**src/pkg/drcv_pkg.sv**
```systemverilog
package drcv_pkg;

    // Message type codes on the protocol-layer port; local encoding
    localparam logic [3:0] MSG_NONE          = 4'h0;
    localparam logic [3:0] MSG_GET_SRC_CAP   = 4'h1;
    localparam logic [3:0] MSG_GET_SNK_CAP   = 4'h2;
    localparam logic [3:0] MSG_SRC_CAP       = 4'h3;
    localparam logic [3:0] MSG_SNK_CAP       = 4'h4;
    localparam logic [3:0] MSG_GET_SRC_CAP_X = 4'h5;
    localparam logic [3:0] MSG_SRC_CAP_X     = 4'h6;
    localparam logic [3:0] MSG_VCONN_SWAP    = 4'h7;
    localparam logic [3:0] MSG_ACCEPT        = 4'h8;
    localparam logic [3:0] MSG_REJECT        = 4'h9;
    localparam logic [3:0] MSG_WAIT          = 4'ha;
    localparam logic [3:0] MSG_PS_RDY        = 4'hb;

    // Result codes reported to the policy manager
    localparam logic [1:0] RES_CAPS    = 2'h0;
    localparam logic [1:0] RES_TIMEOUT = 2'h1;
    localparam logic [1:0] RES_REJECT  = 2'h2;

    // Timer figures
    localparam int CLK_PERIOD_PS        = 4000;
    localparam int REPLY_WAIT_US        = 27;
    localparam int SUPPLY_ON_US         = 100;
    localparam int REPLY_WAIT_CYCLES    = (REPLY_WAIT_US * 1000000) / CLK_PERIOD_PS;
    localparam int SUPPLY_ON_CYCLES     = (SUPPLY_ON_US * 1000000) / CLK_PERIOD_PS;
    localparam int TMR_W                = 16;
    localparam logic [TMR_W-1:0] TMR_ZERO = 16'h0000;
    localparam logic [TMR_W-1:0] TMR_ONE  = 16'h0001;

    typedef enum logic [15:0] {
        ST_SRC_READY    = 16'h0001,
        ST_SNK_READY    = 16'h0002,
        ST_SRC_FETCH    = 16'h0004,
        ST_SRC_OFFER    = 16'h0008,
        ST_SNK_FETCH    = 16'h0010,
        ST_SNK_OFFER    = 16'h0020,
        ST_SRC_FETCH_X  = 16'h0040,
        ST_SNK_OFFER_X  = 16'h0080,
        ST_VCS_REQUEST  = 16'h0100,
        ST_VCS_EVAL     = 16'h0200,
        ST_VCS_ACCEPT   = 16'h0400,
        ST_VCS_REFUSE   = 16'h0800,
        ST_VCS_WAIT     = 16'h1000,
        ST_VCS_OFF      = 16'h2000,
        ST_VCS_ON       = 16'h4000,
        ST_VCS_PS_RDY   = 16'h8000
    } drcv_state_t;

endpackage

```
**src/core/drcv_timer.sv**
```systemverilog
`timescale 1ns/10ps
module drcv_timer
    import drcv_pkg::*;
(
    // Clock and reset
    input  wire logic             sys_clk,
    input  wire logic             rst_n,
    // Control
    input  wire logic             start,
    input  wire logic             stop,
    input  wire logic [TMR_W-1:0] load,
    // Status
    output logic                  expired
);

    logic [TMR_W-1:0] count;
    logic             running;

    // Expiry is a one-cycle pulse on the last count
    assign expired = running && (count == TMR_ONE);

    always_ff @(posedge sys_clk or negedge rst_n) begin
        if (!rst_n) begin
            count   <= TMR_ZERO;
            running <= 1'b0;
        end else if (start) begin
            count   <= load;
            running <= 1'b1;
        end else if (stop || expired) begin
            count   <= TMR_ZERO;
            running <= 1'b0;
        end else if (running) begin
            count   <= count - TMR_ONE;
        end
    end

endmodule

```
**src/core/drcv_sync.sv**
```systemverilog
`timescale 1ns/10ps
module drcv_sync (
    // Clock and reset
    input  wire logic sys_clk,
    input  wire logic rst_n,
    // Level in and out
    input  wire logic din,
    output logic      dout
);

    logic meta;

    always_ff @(posedge sys_clk or negedge rst_n) begin
        if (!rst_n) begin
            meta <= 1'b0;
            dout <= 1'b0;
        end else begin
            meta <= din;
            dout <= meta;
        end
    end

endmodule

```
**src/core/drcv_engine.sv**
```systemverilog
`timescale 1ns/10ps
module drcv_engine
    import drcv_pkg::*;
#(
    parameter int REPLY_WAIT_LOAD = REPLY_WAIT_CYCLES,
    parameter int SUPPLY_ON_LOAD  = SUPPLY_ON_CYCLES
) (
    // Clock and reset
    input  wire logic       sys_clk,
    input  wire logic       rst_n,
    // Power role after reset: 1 = source
    input  wire logic       role_is_source,
    // Policy manager requests, one-cycle pulses
    input  wire logic       pm_get_src_caps,
    input  wire logic       pm_get_snk_caps,
    input  wire logic       pm_get_src_caps_ext,
    input  wire logic       pm_vconn_swap,
    // Policy manager status
    input  wire logic       pm_is_vconn_source,
    input  wire logic       pm_caps_valid,
    input  wire logic       pm_eval_done,
    input  wire logic       pm_eval_ok,
    input  wire logic       pm_eval_wait,
    input  wire logic       vconn_on,
    // Policy manager outputs
    output logic            pm_caps_req,
    output logic            pm_eval_req,
    output logic            vconn_enable,
    output logic            result_valid,
    output logic [1:0]      result_code,
    output logic [3:0]      result_msg,
    output logic            hard_reset_src,
    output logic            hard_reset_snk,
    // Protocol layer receive
    input  wire logic       rx_valid,
    input  wire logic [3:0] rx_msg,
    // Protocol layer transmit
    output logic            tx_valid,
    output logic [3:0]      tx_msg,
    input  wire logic       tx_done,
    // State view
    output drcv_state_t     state
);

    localparam logic [TMR_W-1:0] REPLY_LOAD = TMR_W'(REPLY_WAIT_LOAD);
    localparam logic [TMR_W-1:0] ON_LOAD    = TMR_W'(SUPPLY_ON_LOAD);

    logic        rst_meta;
    logic        rst_sync_n;
    logic        vconn_on_s;
    logic        role_src_s;
    drcv_state_t next_state;
    logic        tmr_start;
    logic        tmr_stop;
    logic [TMR_W-1:0] tmr_load;
    logic        tmr_expired;
    logic        tx_pending;
    logic        next_tx_valid;
    logic [3:0]  next_tx_msg;
    logic        entering;
    logic        rx_is;

    // Reset release through two flops
    always_ff @(posedge sys_clk or negedge rst_n) begin
        if (!rst_n) begin
            rst_meta   <= 1'b0;
            rst_sync_n <= 1'b0;
        end else begin
            rst_meta   <= 1'b1;
            rst_sync_n <= rst_meta;
        end
    end

    // VCONN status comes from the supply switch, outside this clock
    drcv_sync u_sync_vconn (
        .sys_clk (sys_clk),
        .rst_n   (rst_sync_n),
        .din     (vconn_on),
        .dout    (vconn_on_s)
    );

    drcv_sync u_sync_role (
        .sys_clk (sys_clk),
        .rst_n   (rst_sync_n),
        .din     (role_is_source),
        .dout    (role_src_s)
    );

    drcv_timer u_timer (
        .sys_clk (sys_clk),
        .rst_n   (rst_sync_n),
        .start   (tmr_start),
        .stop    (tmr_stop),
        .load    (tmr_load),
        .expired (tmr_expired)
    );

    function automatic logic got(input logic v, input logic [3:0] m, input logic [3:0] w);
        got = v && (m == w);
    endfunction

    function automatic drcv_state_t ready_of(input logic src);
        ready_of = src ? ST_SRC_READY : ST_SNK_READY;
    endfunction

    // After an accepted swap, VCONN level picks the next step
    function automatic drcv_state_t after_accept(input logic on);
        after_accept = on ? ST_VCS_WAIT : ST_VCS_ON;
    endfunction

    assign rx_is = rx_valid;

    // Role tracking: ready states carry the role
    logic       in_src_role;
    logic       role_loaded;
    logic [1:0] role_settle;
    logic       role_ready;

    // The role synchroniser shows the pin only two edges after reset release
    assign role_ready = role_settle[1];

    always_ff @(posedge sys_clk or negedge rst_sync_n) begin
        if (!rst_sync_n) begin
            role_settle <= 2'h0;
            role_loaded <= 1'b0;
            in_src_role <= 1'b0;
        end else begin
            role_settle <= {role_settle[0], 1'b1};
            if (role_ready && !role_loaded) begin
                role_loaded <= 1'b1;
                in_src_role <= role_src_s;
            end
        end
    end

    // Next state
    always_comb begin
        next_state = state;
        case (state)
            ST_SRC_READY: begin
                if (!role_loaded)
                    next_state = role_ready ? ready_of(role_src_s) : state;
                else if (got(rx_is, rx_msg, MSG_GET_SNK_CAP))
                    next_state = ST_SRC_OFFER;
                else if (got(rx_is, rx_msg, MSG_VCONN_SWAP))
                    next_state = ST_VCS_EVAL;
                else if (pm_get_src_caps)
                    next_state = ST_SRC_FETCH;
                else if (pm_get_src_caps_ext)
                    next_state = ST_SRC_FETCH_X;
                else if (pm_vconn_swap && pm_is_vconn_source)
                    next_state = ST_VCS_REQUEST;
            end
            ST_SNK_READY: begin
                if (!role_loaded)
                    next_state = role_ready ? ready_of(role_src_s) : state;
                else if (got(rx_is, rx_msg, MSG_GET_SRC_CAP))
                    next_state = ST_SNK_OFFER;
                else if (got(rx_is, rx_msg, MSG_GET_SRC_CAP_X))
                    next_state = ST_SNK_OFFER_X;
                else if (got(rx_is, rx_msg, MSG_VCONN_SWAP))
                    next_state = ST_VCS_EVAL;
                else if (pm_get_snk_caps)
                    next_state = ST_SNK_FETCH;
                else if (pm_vconn_swap && pm_is_vconn_source)
                    next_state = ST_VCS_REQUEST;
            end
            ST_SRC_FETCH: begin
                if (got(rx_is, rx_msg, MSG_SRC_CAP) || got(rx_is, rx_msg, MSG_REJECT)
                    || tmr_expired)
                    next_state = ST_SRC_READY;
            end
            ST_SNK_FETCH: begin
                if (got(rx_is, rx_msg, MSG_SNK_CAP) || got(rx_is, rx_msg, MSG_SRC_CAP)
                    || got(rx_is, rx_msg, MSG_REJECT) || tmr_expired)
                    next_state = ST_SNK_READY;
            end
            ST_SRC_FETCH_X: begin
                if (got(rx_is, rx_msg, MSG_SRC_CAP_X) || tmr_expired)
                    next_state = ST_SRC_READY;
            end
            ST_SRC_OFFER: begin
                if (tx_done && !tx_pending)
                    next_state = ST_SRC_READY;
            end
            ST_SNK_OFFER, ST_SNK_OFFER_X: begin
                if (tx_done && !tx_pending)
                    next_state = ST_SNK_READY;
            end
            ST_VCS_REQUEST: begin
                if (got(rx_is, rx_msg, MSG_ACCEPT))
                    next_state = after_accept(vconn_on_s);
                else if (got(rx_is, rx_msg, MSG_REJECT) || got(rx_is, rx_msg, MSG_WAIT)
                         || tmr_expired)
                    next_state = ready_of(in_src_role);
            end
            ST_VCS_EVAL: begin
                if (pm_eval_done)
                    next_state = pm_eval_ok ? ST_VCS_ACCEPT : ST_VCS_REFUSE;
            end
            ST_VCS_ACCEPT: begin
                if (tx_done && !tx_pending)
                    next_state = after_accept(vconn_on_s);
            end
            ST_VCS_REFUSE: begin
                if (tx_done && !tx_pending)
                    next_state = ready_of(in_src_role);
            end
            ST_VCS_WAIT: begin
                if (got(rx_is, rx_msg, MSG_PS_RDY))
                    next_state = ST_VCS_OFF;
                else if (tmr_expired)
                    next_state = ready_of(in_src_role);
            end
            ST_VCS_OFF: begin
                if (!vconn_on_s)
                    next_state = ready_of(in_src_role);
            end
            ST_VCS_ON: begin
                if (vconn_on_s)
                    next_state = ST_VCS_PS_RDY;
            end
            ST_VCS_PS_RDY: begin
                if (tx_done && !tx_pending)
                    next_state = ready_of(in_src_role);
            end
            default: next_state = ST_SRC_READY;
        endcase
    end

    assign entering = (next_state != state);

    // Timer control on state entry
    assign tmr_start = entering && (next_state == ST_SRC_FETCH || next_state == ST_SNK_FETCH
                       || next_state == ST_SRC_FETCH_X || next_state == ST_VCS_REQUEST
                       || next_state == ST_VCS_WAIT);
    assign tmr_load  = (next_state == ST_VCS_WAIT) ? ON_LOAD : REPLY_LOAD;
    assign tmr_stop  = entering && !tmr_start;

    // Message launched on entry to a sending state
    always_comb begin
        next_tx_valid = 1'b0;
        next_tx_msg   = MSG_NONE;
        if (entering) begin
            next_tx_valid = 1'b1;
            case (next_state)
                ST_SRC_FETCH:   next_tx_msg = MSG_GET_SRC_CAP;
                ST_SNK_FETCH:   next_tx_msg = MSG_GET_SNK_CAP;
                ST_SRC_FETCH_X: next_tx_msg = MSG_GET_SRC_CAP_X;
                ST_VCS_REQUEST: next_tx_msg = MSG_VCONN_SWAP;
                ST_VCS_ACCEPT:  next_tx_msg = MSG_ACCEPT;
                ST_VCS_REFUSE:  next_tx_msg = pm_eval_wait ? MSG_WAIT : MSG_REJECT;
                ST_VCS_PS_RDY:  next_tx_msg = MSG_PS_RDY;
                default:        next_tx_valid = 1'b0;
            endcase
        end else if ((state == ST_SRC_OFFER || state == ST_SNK_OFFER) && pm_caps_valid
                     && tx_pending && !tx_valid) begin
            // Offers wait for the policy manager's caps before sending
            next_tx_valid = 1'b1;
            next_tx_msg   = (state == ST_SRC_OFFER) ? MSG_SNK_CAP : MSG_SRC_CAP;
        end else if (state == ST_SNK_OFFER_X && pm_caps_valid && tx_pending && !tx_valid) begin
            next_tx_valid = 1'b1;
            next_tx_msg   = MSG_SRC_CAP_X;
        end
    end

    // Offers hold tx_pending until the caps message is launched
    always_ff @(posedge sys_clk or negedge rst_sync_n) begin
        if (!rst_sync_n) begin
            state      <= ST_SRC_READY;
            tx_valid   <= 1'b0;
            tx_msg     <= MSG_NONE;
            tx_pending <= 1'b0;
        end else begin
            state      <= next_state;
            tx_valid   <= next_tx_valid;
            tx_msg     <= next_tx_msg;
            if (entering)
                tx_pending <= (next_state == ST_SRC_OFFER || next_state == ST_SNK_OFFER
                               || next_state == ST_SNK_OFFER_X);
            else if (next_tx_valid)
                tx_pending <= 1'b0;
        end
    end

    // Policy manager level outputs
    assign pm_caps_req  = (state == ST_SRC_OFFER || state == ST_SNK_OFFER
                           || state == ST_SNK_OFFER_X) && tx_pending;
    assign pm_eval_req  = (state == ST_VCS_EVAL);

    // Result report and supply control, registered
    always_ff @(posedge sys_clk or negedge rst_sync_n) begin
        if (!rst_sync_n) begin
            result_valid   <= 1'b0;
            result_code    <= RES_CAPS;
            result_msg     <= MSG_NONE;
            vconn_enable   <= 1'b0;
            hard_reset_src <= 1'b0;
            hard_reset_snk <= 1'b0;
        end else begin
            result_valid   <= 1'b0;
            hard_reset_src <= 1'b0;
            hard_reset_snk <= 1'b0;
            if (entering && (state == ST_SRC_FETCH || state == ST_SNK_FETCH
                             || state == ST_SRC_FETCH_X)) begin
                result_valid <= 1'b1;
                result_msg   <= rx_is ? rx_msg : MSG_NONE;
                result_code  <= tmr_expired ? RES_TIMEOUT
                              : got(rx_is, rx_msg, MSG_REJECT) ? RES_REJECT : RES_CAPS;
            end
            if (state == ST_VCS_WAIT && tmr_expired && !got(rx_is, rx_msg, MSG_PS_RDY)) begin
                hard_reset_src <= in_src_role;
                hard_reset_snk <= !in_src_role;
            end
            if (next_state == ST_VCS_ON)
                vconn_enable <= 1'b1;
            else if (next_state == ST_VCS_OFF)
                vconn_enable <= 1'b0;
        end
    end

endmodule

```
**config.mk**
```make
export PLATFORM = sky130hd
export DESIGN_NAME = drcv_engine
export DESIGN_NICKNAME = d
export VERILOG_FILES = /design/src/pkg/drcv_pkg.sv /design/src/core/drcv_timer.sv /design/src/core/drcv_sync.sv /design/src/core/drcv_engine.sv
export SDC_FILE = /design/constraint.sdc
export NUM_CORES = 1
export LEC_CHECK = 0
export ABC_AREA = 1
export BUFFER_PORTS_ARGS = -buffer_cell sky130_fd_sc_hd__buf_2
export CAP_MARGIN = 40
export CORE_AREA = 2 2 67 132
export CTS_BUF_LIST = sky130_fd_sc_hd__clkbuf_8
export CTS_CLUSTER_SIZE = 30
export DETAILED_ROUTE_END_ITERATION = 8
export DIE_AREA = 0 0 69 134
export GPL_ROUTABILITY_DRIVEN = 0
export PLACE_DENSITY = 0.95
export SYNTH_ARGS = -nofsm -noshare
export SYNTH_HDL_FRONTEND = slang
export SYNTH_HIERARCHICAL = 1
export SYNTH_SLANG_ARGS = --single-unit
```
**constraint.sdc**
```tcl
create_clock -name sys_clk -period 3.04 [get_ports sys_clk]
set_input_delay 0.608 -clock sys_clk [delete_from_list [all_inputs] [get_ports sys_clk]]
set_output_delay 0.608 -clock sys_clk [all_outputs]
set_load 0.05 [all_outputs]
```
==> flow_metrics.env, run 1 <==
export IMPL_outcome="did not finish"
export IMPL_stop_stage="global routing (5_1_grt)"
export IMPL_stop_error="[ERROR GRT-0116] Global routing finished with congestion. Check the congestion regions in the DRC Viewer."
export IMPL_dp_slack_ns=-0.410
export IMPL_postSynthAreaPerCell_um2=6.03
export IMPL_die_x_um=69
export IMPL_initial_core_util_pct=63.5
export IMPL_cts_root_buf="clkbuf_8"
export IMPL_die_height_um=134
export IMPL_rows=47
export IMPL_synth_area_leaders="dfrtp_1 (28%), nand2_1 (17%), nor2_1 (10%)"
export IMPL_place_area_um2=6780
export IMPL_grtUsageTotal_pct=74.8
export IMPL_syn_area_um2=5230
export IMPL_port_buffers=51
export IMPL_grt_ovfl_total=239
export IMPL_ys_ff_latch=59
export IMPL_ctsHtreeMaxLevel=3
export IMPL_ios=52
export IMPL_grt_max_degree=32
export IMPL_grt_pass1_wl_um=55200
export IMPL_yosysTopAreaCellShare_pct=27.8
export IMPL_grt_pass1_vias=9539
export IMPL_synth_top_area_cell="dfrtp_1"
export IMPL_synth_edf_count=0
export IMPL_synthTopCellsByCount="nand2_1 (243), nor2_1 (143), inv_1 (115), nand3_1 (91), dfrtp_1 (58)"
export IMPL_async_reset_ff_share_pct=100
export IMPL_synth_warnings=6
export IMPL_yosys_cell_types_count=47
export IMPL_dp_hpwl_um=17100
export IMPL_cts_sinks=59
export IMPL_yosysSeqAreaShare_pct=28.3
export IMPL_dominantRegCellSynth="dfrtp_1"
export IMPL_cts_buffer_depth=2
export IMPL_syn_inst=868
export IMPL_yosysMostFrequentCell="nand2_1"
export IMPL_cts_buffers=9
-- per-stage QoR --
stage	instances	setup TNS, ns
3_3_place_gp	1164	-3.13
4_1_cts	1214	-1.15
2_1_floorplan	872	0
3_5_place_dp	1164	-6.14
-- kinds of logic after synthesis --
logic type               Yosys count  share of synthesized area (%)
AND/OR/NAND/NOR                  561                           48.3
buffers and inverters            139                           11.2
AO/OA/AOI/OAI                    101                           11.0
flip-flops                        59                           28.3
XOR/XNOR                           4                          0.670
adder cells (fa/ha/maj)            2                          0.478
other                              2                          0.144
-- routing by layer --
layer	overflow	track usage, %
met1	3	71.2
met3	5	52.7
met2	172	99.3
met4	59	76.6
met5	0	15.0
-- timing repair --
action                                  CTS
pin swaps                                19
hold buffers                              1
endpoints found under the hold margin     1
gates resized for setup                  46
endpoints found under the setup margin   21
cloned                                    3
setup buffers                            30
==> run 2: changes to the inputs <==
- CORE_AREA: 2 2 67 132 -> 2 2 118 120
- CTS_BUF_LIST: sky130_fd_sc_hd__clkbuf_8 -> not set
- CTS_CLUSTER_SIZE: 30 -> not set
- DIE_AREA: 0 0 69 134 -> 0 0 120 122
- PLACE_DENSITY: 0.95 -> not set
- PLACE_DENSITY_LB_ADDON: not set -> 0.15
==> flow_metrics.env, run 2 <==
export IMPL_setup_viol=19
export IMPL_initial_core_util_pct=38.7
export IMPL_grt_ovfl_total=0
export IMPL_outcome="complete, but fails checks"
export IMPL_synth_top_area_cell="dfrtp_1"
export IMPL_synthMuxAreaShare_pct=0
export IMPL_grt_max_degree=28
export IMPL_rows=43
export IMPL_dp_hpwl_um=15300
export IMPL_grt_pass1_vias=6179
export IMPL_slowest_delay_ns=0.39
export IMPL_die_area_um2=14600
export IMPL_final_cell_mix="nand2_1 (229), buf_4 (184), nor2_1 (132)"
export IMPL_synthTopCellsByCount="nand2_1 (243), nor2_1 (143), inv_1 (115), nand3_1 (91), dfrtp_1 (58)"
export IMPL_post_route_period_util_pct=113
export IMPL_drtAntennaViolNets=0
export IMPL_synth_adder_area_share_pct=0.478
export IMPL_finClkSkew_ns=0.0132
export IMPL_drcViolationCount=0
export IMPL_hold_viol=0
export IMPL_rsz0062_at_grt="yes"
export IMPL_port_buffers=51
export IMPL_cts_buffer_depth=2
export IMPL_timing_rr_start="u_timer/count[1]$_DFFE_PN0P_"
export IMPL_drv_cap=0
export IMPL_core_um2=13500
export IMPL_yosys_area_share_simple_pct=48.3
export IMPL_syn_inst=868
export IMPL_place_inst=1256
export IMPL_final_common_cell="nand2_1"
export IMPL_violations="setup timing"
export IMPL_end_kind="flip-flop"
export IMPL_wl_per_cell_um=15.3
export IMPL_postSynthAreaPerCell_um2=6.03
export IMPL_ys_ff_latch=59
export IMPL_layout_drive_gt1_share_pct=34.2
export IMPL_setup_slack_ns=-0.381
export IMPL_top_regs="state x16, u_timer/count x16"
export IMPL_fmax_ghz=0.292
export IMPL_r2r_setup_slack_ns=-0.38
export IMPL_ff_latch_area_um2=1500
export IMPL_design_area_um2=7770
export IMPL_tritoncts="yes"
export IMPL_cp_num_buf_inv=7
export IMPL_clk_pin_slew_ns=0.06
export IMPL_nets=1140
export IMPL_maxSlewViolCount=0
export IMPL_slew_headroom_pct=57.0
export IMPL_die_height_um=122
export IMPL_async_reset_ff_share_pct=100
export IMPL_r2r_end="u_timer/count[1]$_DFFE_PN0P_"
export IMPL_dominantRegCellSynth="dfrtp_1"
export IMPL_syn_to_final_growth_pct=48.6
export IMPL_synth_top_family_by_area="simple AND/OR/NAND/NOR gates"
export IMPL_drtIter0Drc=695
export IMPL_cts_buffers=9
export IMPL_syn_area_um2=5230
export IMPL_dp_slack_ns=-0.416
export IMPL_grt_pass1_wl_um=31400
export IMPL_vdd_ir_drop_max_mv=0.475
export IMPL_ctsHtreeMaxLevel=3
export IMPL_fin_tns_setup_ns=-6.13
export IMPL_yosys_cell_types_count=47
export IMPL_die_x_um=120
export IMPL_cts_root_buf="clkbuf_16"
export IMPL_drt_pass1_iter_count=6
export IMPL_routed_wl_um=19900
export IMPL_place_area_um2=6970
export IMPL_ios=52
export IMPL_synth_edf_count=0
export IMPL_yosysTopAreaCellShare_pct=27.8
export IMPL_grtUsageTotal_pct=27.8
export IMPL_yosysMostFrequentCell="nand2_1"
export IMPL_synth_xor_area_share_pct=0.670
export IMPL_p_per_area_nw_per_um2=911
export IMPL_instances_no_fill=1304
export IMPL_worst_pin_slew_ns=0.645
export IMPL_yosysSeqAreaShare_pct=28.3
export IMPL_critPathArrivalTime_ns=3.69
export IMPL_multi_input_area_um2=3430
export IMPL_clock_latency_ns=0.35
export IMPL_path_delay_family="simple AND/OR/NAND/NOR gates"
export IMPL_min_delay_path_class="in2async"
export IMPL_diodes=0
export IMPL_synth_area_leaders="dfrtp_1 (28%), nand2_1 (17%), nor2_1 (10%)"
export IMPL_antenna_found_initial=0
export IMPL_crit_type="reg2reg"
export IMPL_path_max_fanout=8
export IMPL_n_fill_cell=1328
export IMPL_vias=6690
export IMPL_crit_path_start_kind="flip-flop"
export IMPL_cp_required_ns=3.31
export IMPL_drt_vias_per_instance=5.13
export IMPL_synth_compound_area_share_pct=11.0
export IMPL_reg2reg_depth=26
export IMPL_cp_slowest_cell="dfrtp_1"
export IMPL_synth_warnings=6
export IMPL_cts_sinks=59
export IMPL_min_period_ns=3.42
export IMPL_p_leak_nw=4.41
run 2: cell counts after synthesis:
No cell type changed its count.
run 2: worst max-delay path by stage:
stage | cells after the start | start | slack, ns | to
3_3_place_gp | 25 | u_timer/count[1]$_DFFE_PN0P_ | -0.34 | u_timer/count[5]$_DFFE_PN0P_
6_report | 26 | u_timer/count[1]$_DFFE_PN0P_ | -0.38 | u_timer/count[1]$_DFFE_PN0P_
3_5_place_dp | 21 | rx_msg[0] | -0.42 | u_timer/count[14]$_DFFE_PN0P_
5_1_grt | 26 | u_timer/count[1]$_DFFE_PN0P_ | -0.54 | u_timer/count[1]$_DFFE_PN0P_
4_1_cts | 28 | u_timer/count[1]$_DFFE_PN0P_ | -0.27 | u_timer/count[2]$_DFFE_PN0P_
2_1_floorplan | 26 | u_timer/count[1]$_DFFE_PN0P_ | 0.01 | u_timer/count[8]$_DFFE_PN0P_
run 2: area by class of cell:
class,count,share of cell area (%)
multi-input cells,677,44.2
clock buffers,9,2.90
inverters,123,6.07
clock inverters,7,1.19
repair buffers,249,23.5
flip-flops and latches,59,19.2
well taps,180,2.90
run 2: power by group:
group	internal, W	leakage (nW)	total, W	switching, W
Clock	0.000715	0.159	0.00112	0.000405
Combinational	0.00200	3.52	0.00480	0.00281
Sequential	0.00101	0.734	0.00116	0.000146
Total	0.00372	4.41	0.00708	0.00336
run 2: worst register-to-register path: stages (launching register included):
cell,delay [ns]
dfrtp_1,0.39
inv_2,0.08
ha_4,0.14
inv_4,0.03
nor2_4,0.07
nand2_2,0.08
nor4_4,0.30
buf_4,0.21
nand2_1,0.08
inv_2,0.06
a211oi_1,0.04
nand2_1,0.11
nand3_2,0.12
nor2_4,0.15
nand2_2,0.08
nand2_2,0.08
nand3_2,0.07
nor3_2,0.13
nand4_1,0.22
inv_2,0.16
nor2_4,0.05
buf_6,0.13
nor2_4,0.15
nand2_4,0.12
inv_8,0.10
nand2_2,0.06
a21oi_2,0.12
run 2: what timing repair did:
item                                    CTS  global route
buffers inserted                         32             7
pin swaps                                24            27
hold buffers                              0             0
gates resized for setup                  34            37
endpoints found under the setup margin   25            31
cloned                                    2             1
run 2: per-layer routing:
layer / part of all wire [%] / vias to the layer above / global-route usage [%]
li1: - / 3301 / -
met1: 44 / 3042 / 37.4
met2: 46 / 302 / 45.2
met3: 7.1 / 45 / 3.98
met4: 2.7 / 0 / 10.6
met5: 0 / - / 0
run 2: kinds of logic (layout without fill, tap and decap cells):
| kind of cell | Yosys count | in the layout |
|---|---|---|
| DFF | 59 | 59 |
| other | 2 | 6 |
| buffers and inverters | 139 | 388 |
| AOI/OAI and AO/OA | 101 | 101 |
| xor gates and xnor gates | 4 | 4 |
| adders and majority gates | 2 | 2 |
| and+or+nand+nor | 561 | 564 |
run 2: stage by stage:
step | hold WS (ns) | power (W) | utilization, %
after floorplan | 0.312 | 0.00365 | -
after global placement | 0.319 | 0.00502 | 51.6
after detailed placement | 0.312 | 0.00507 | 51.6
after CTS | 0.0285 | 0.00673 | 56.7
after global routing | 0.0366 | 0.00755 | 57.5
final | 0.0369 | 0.00708 | 57.5
No activity file was read; power rests on OpenSTA's default activity.
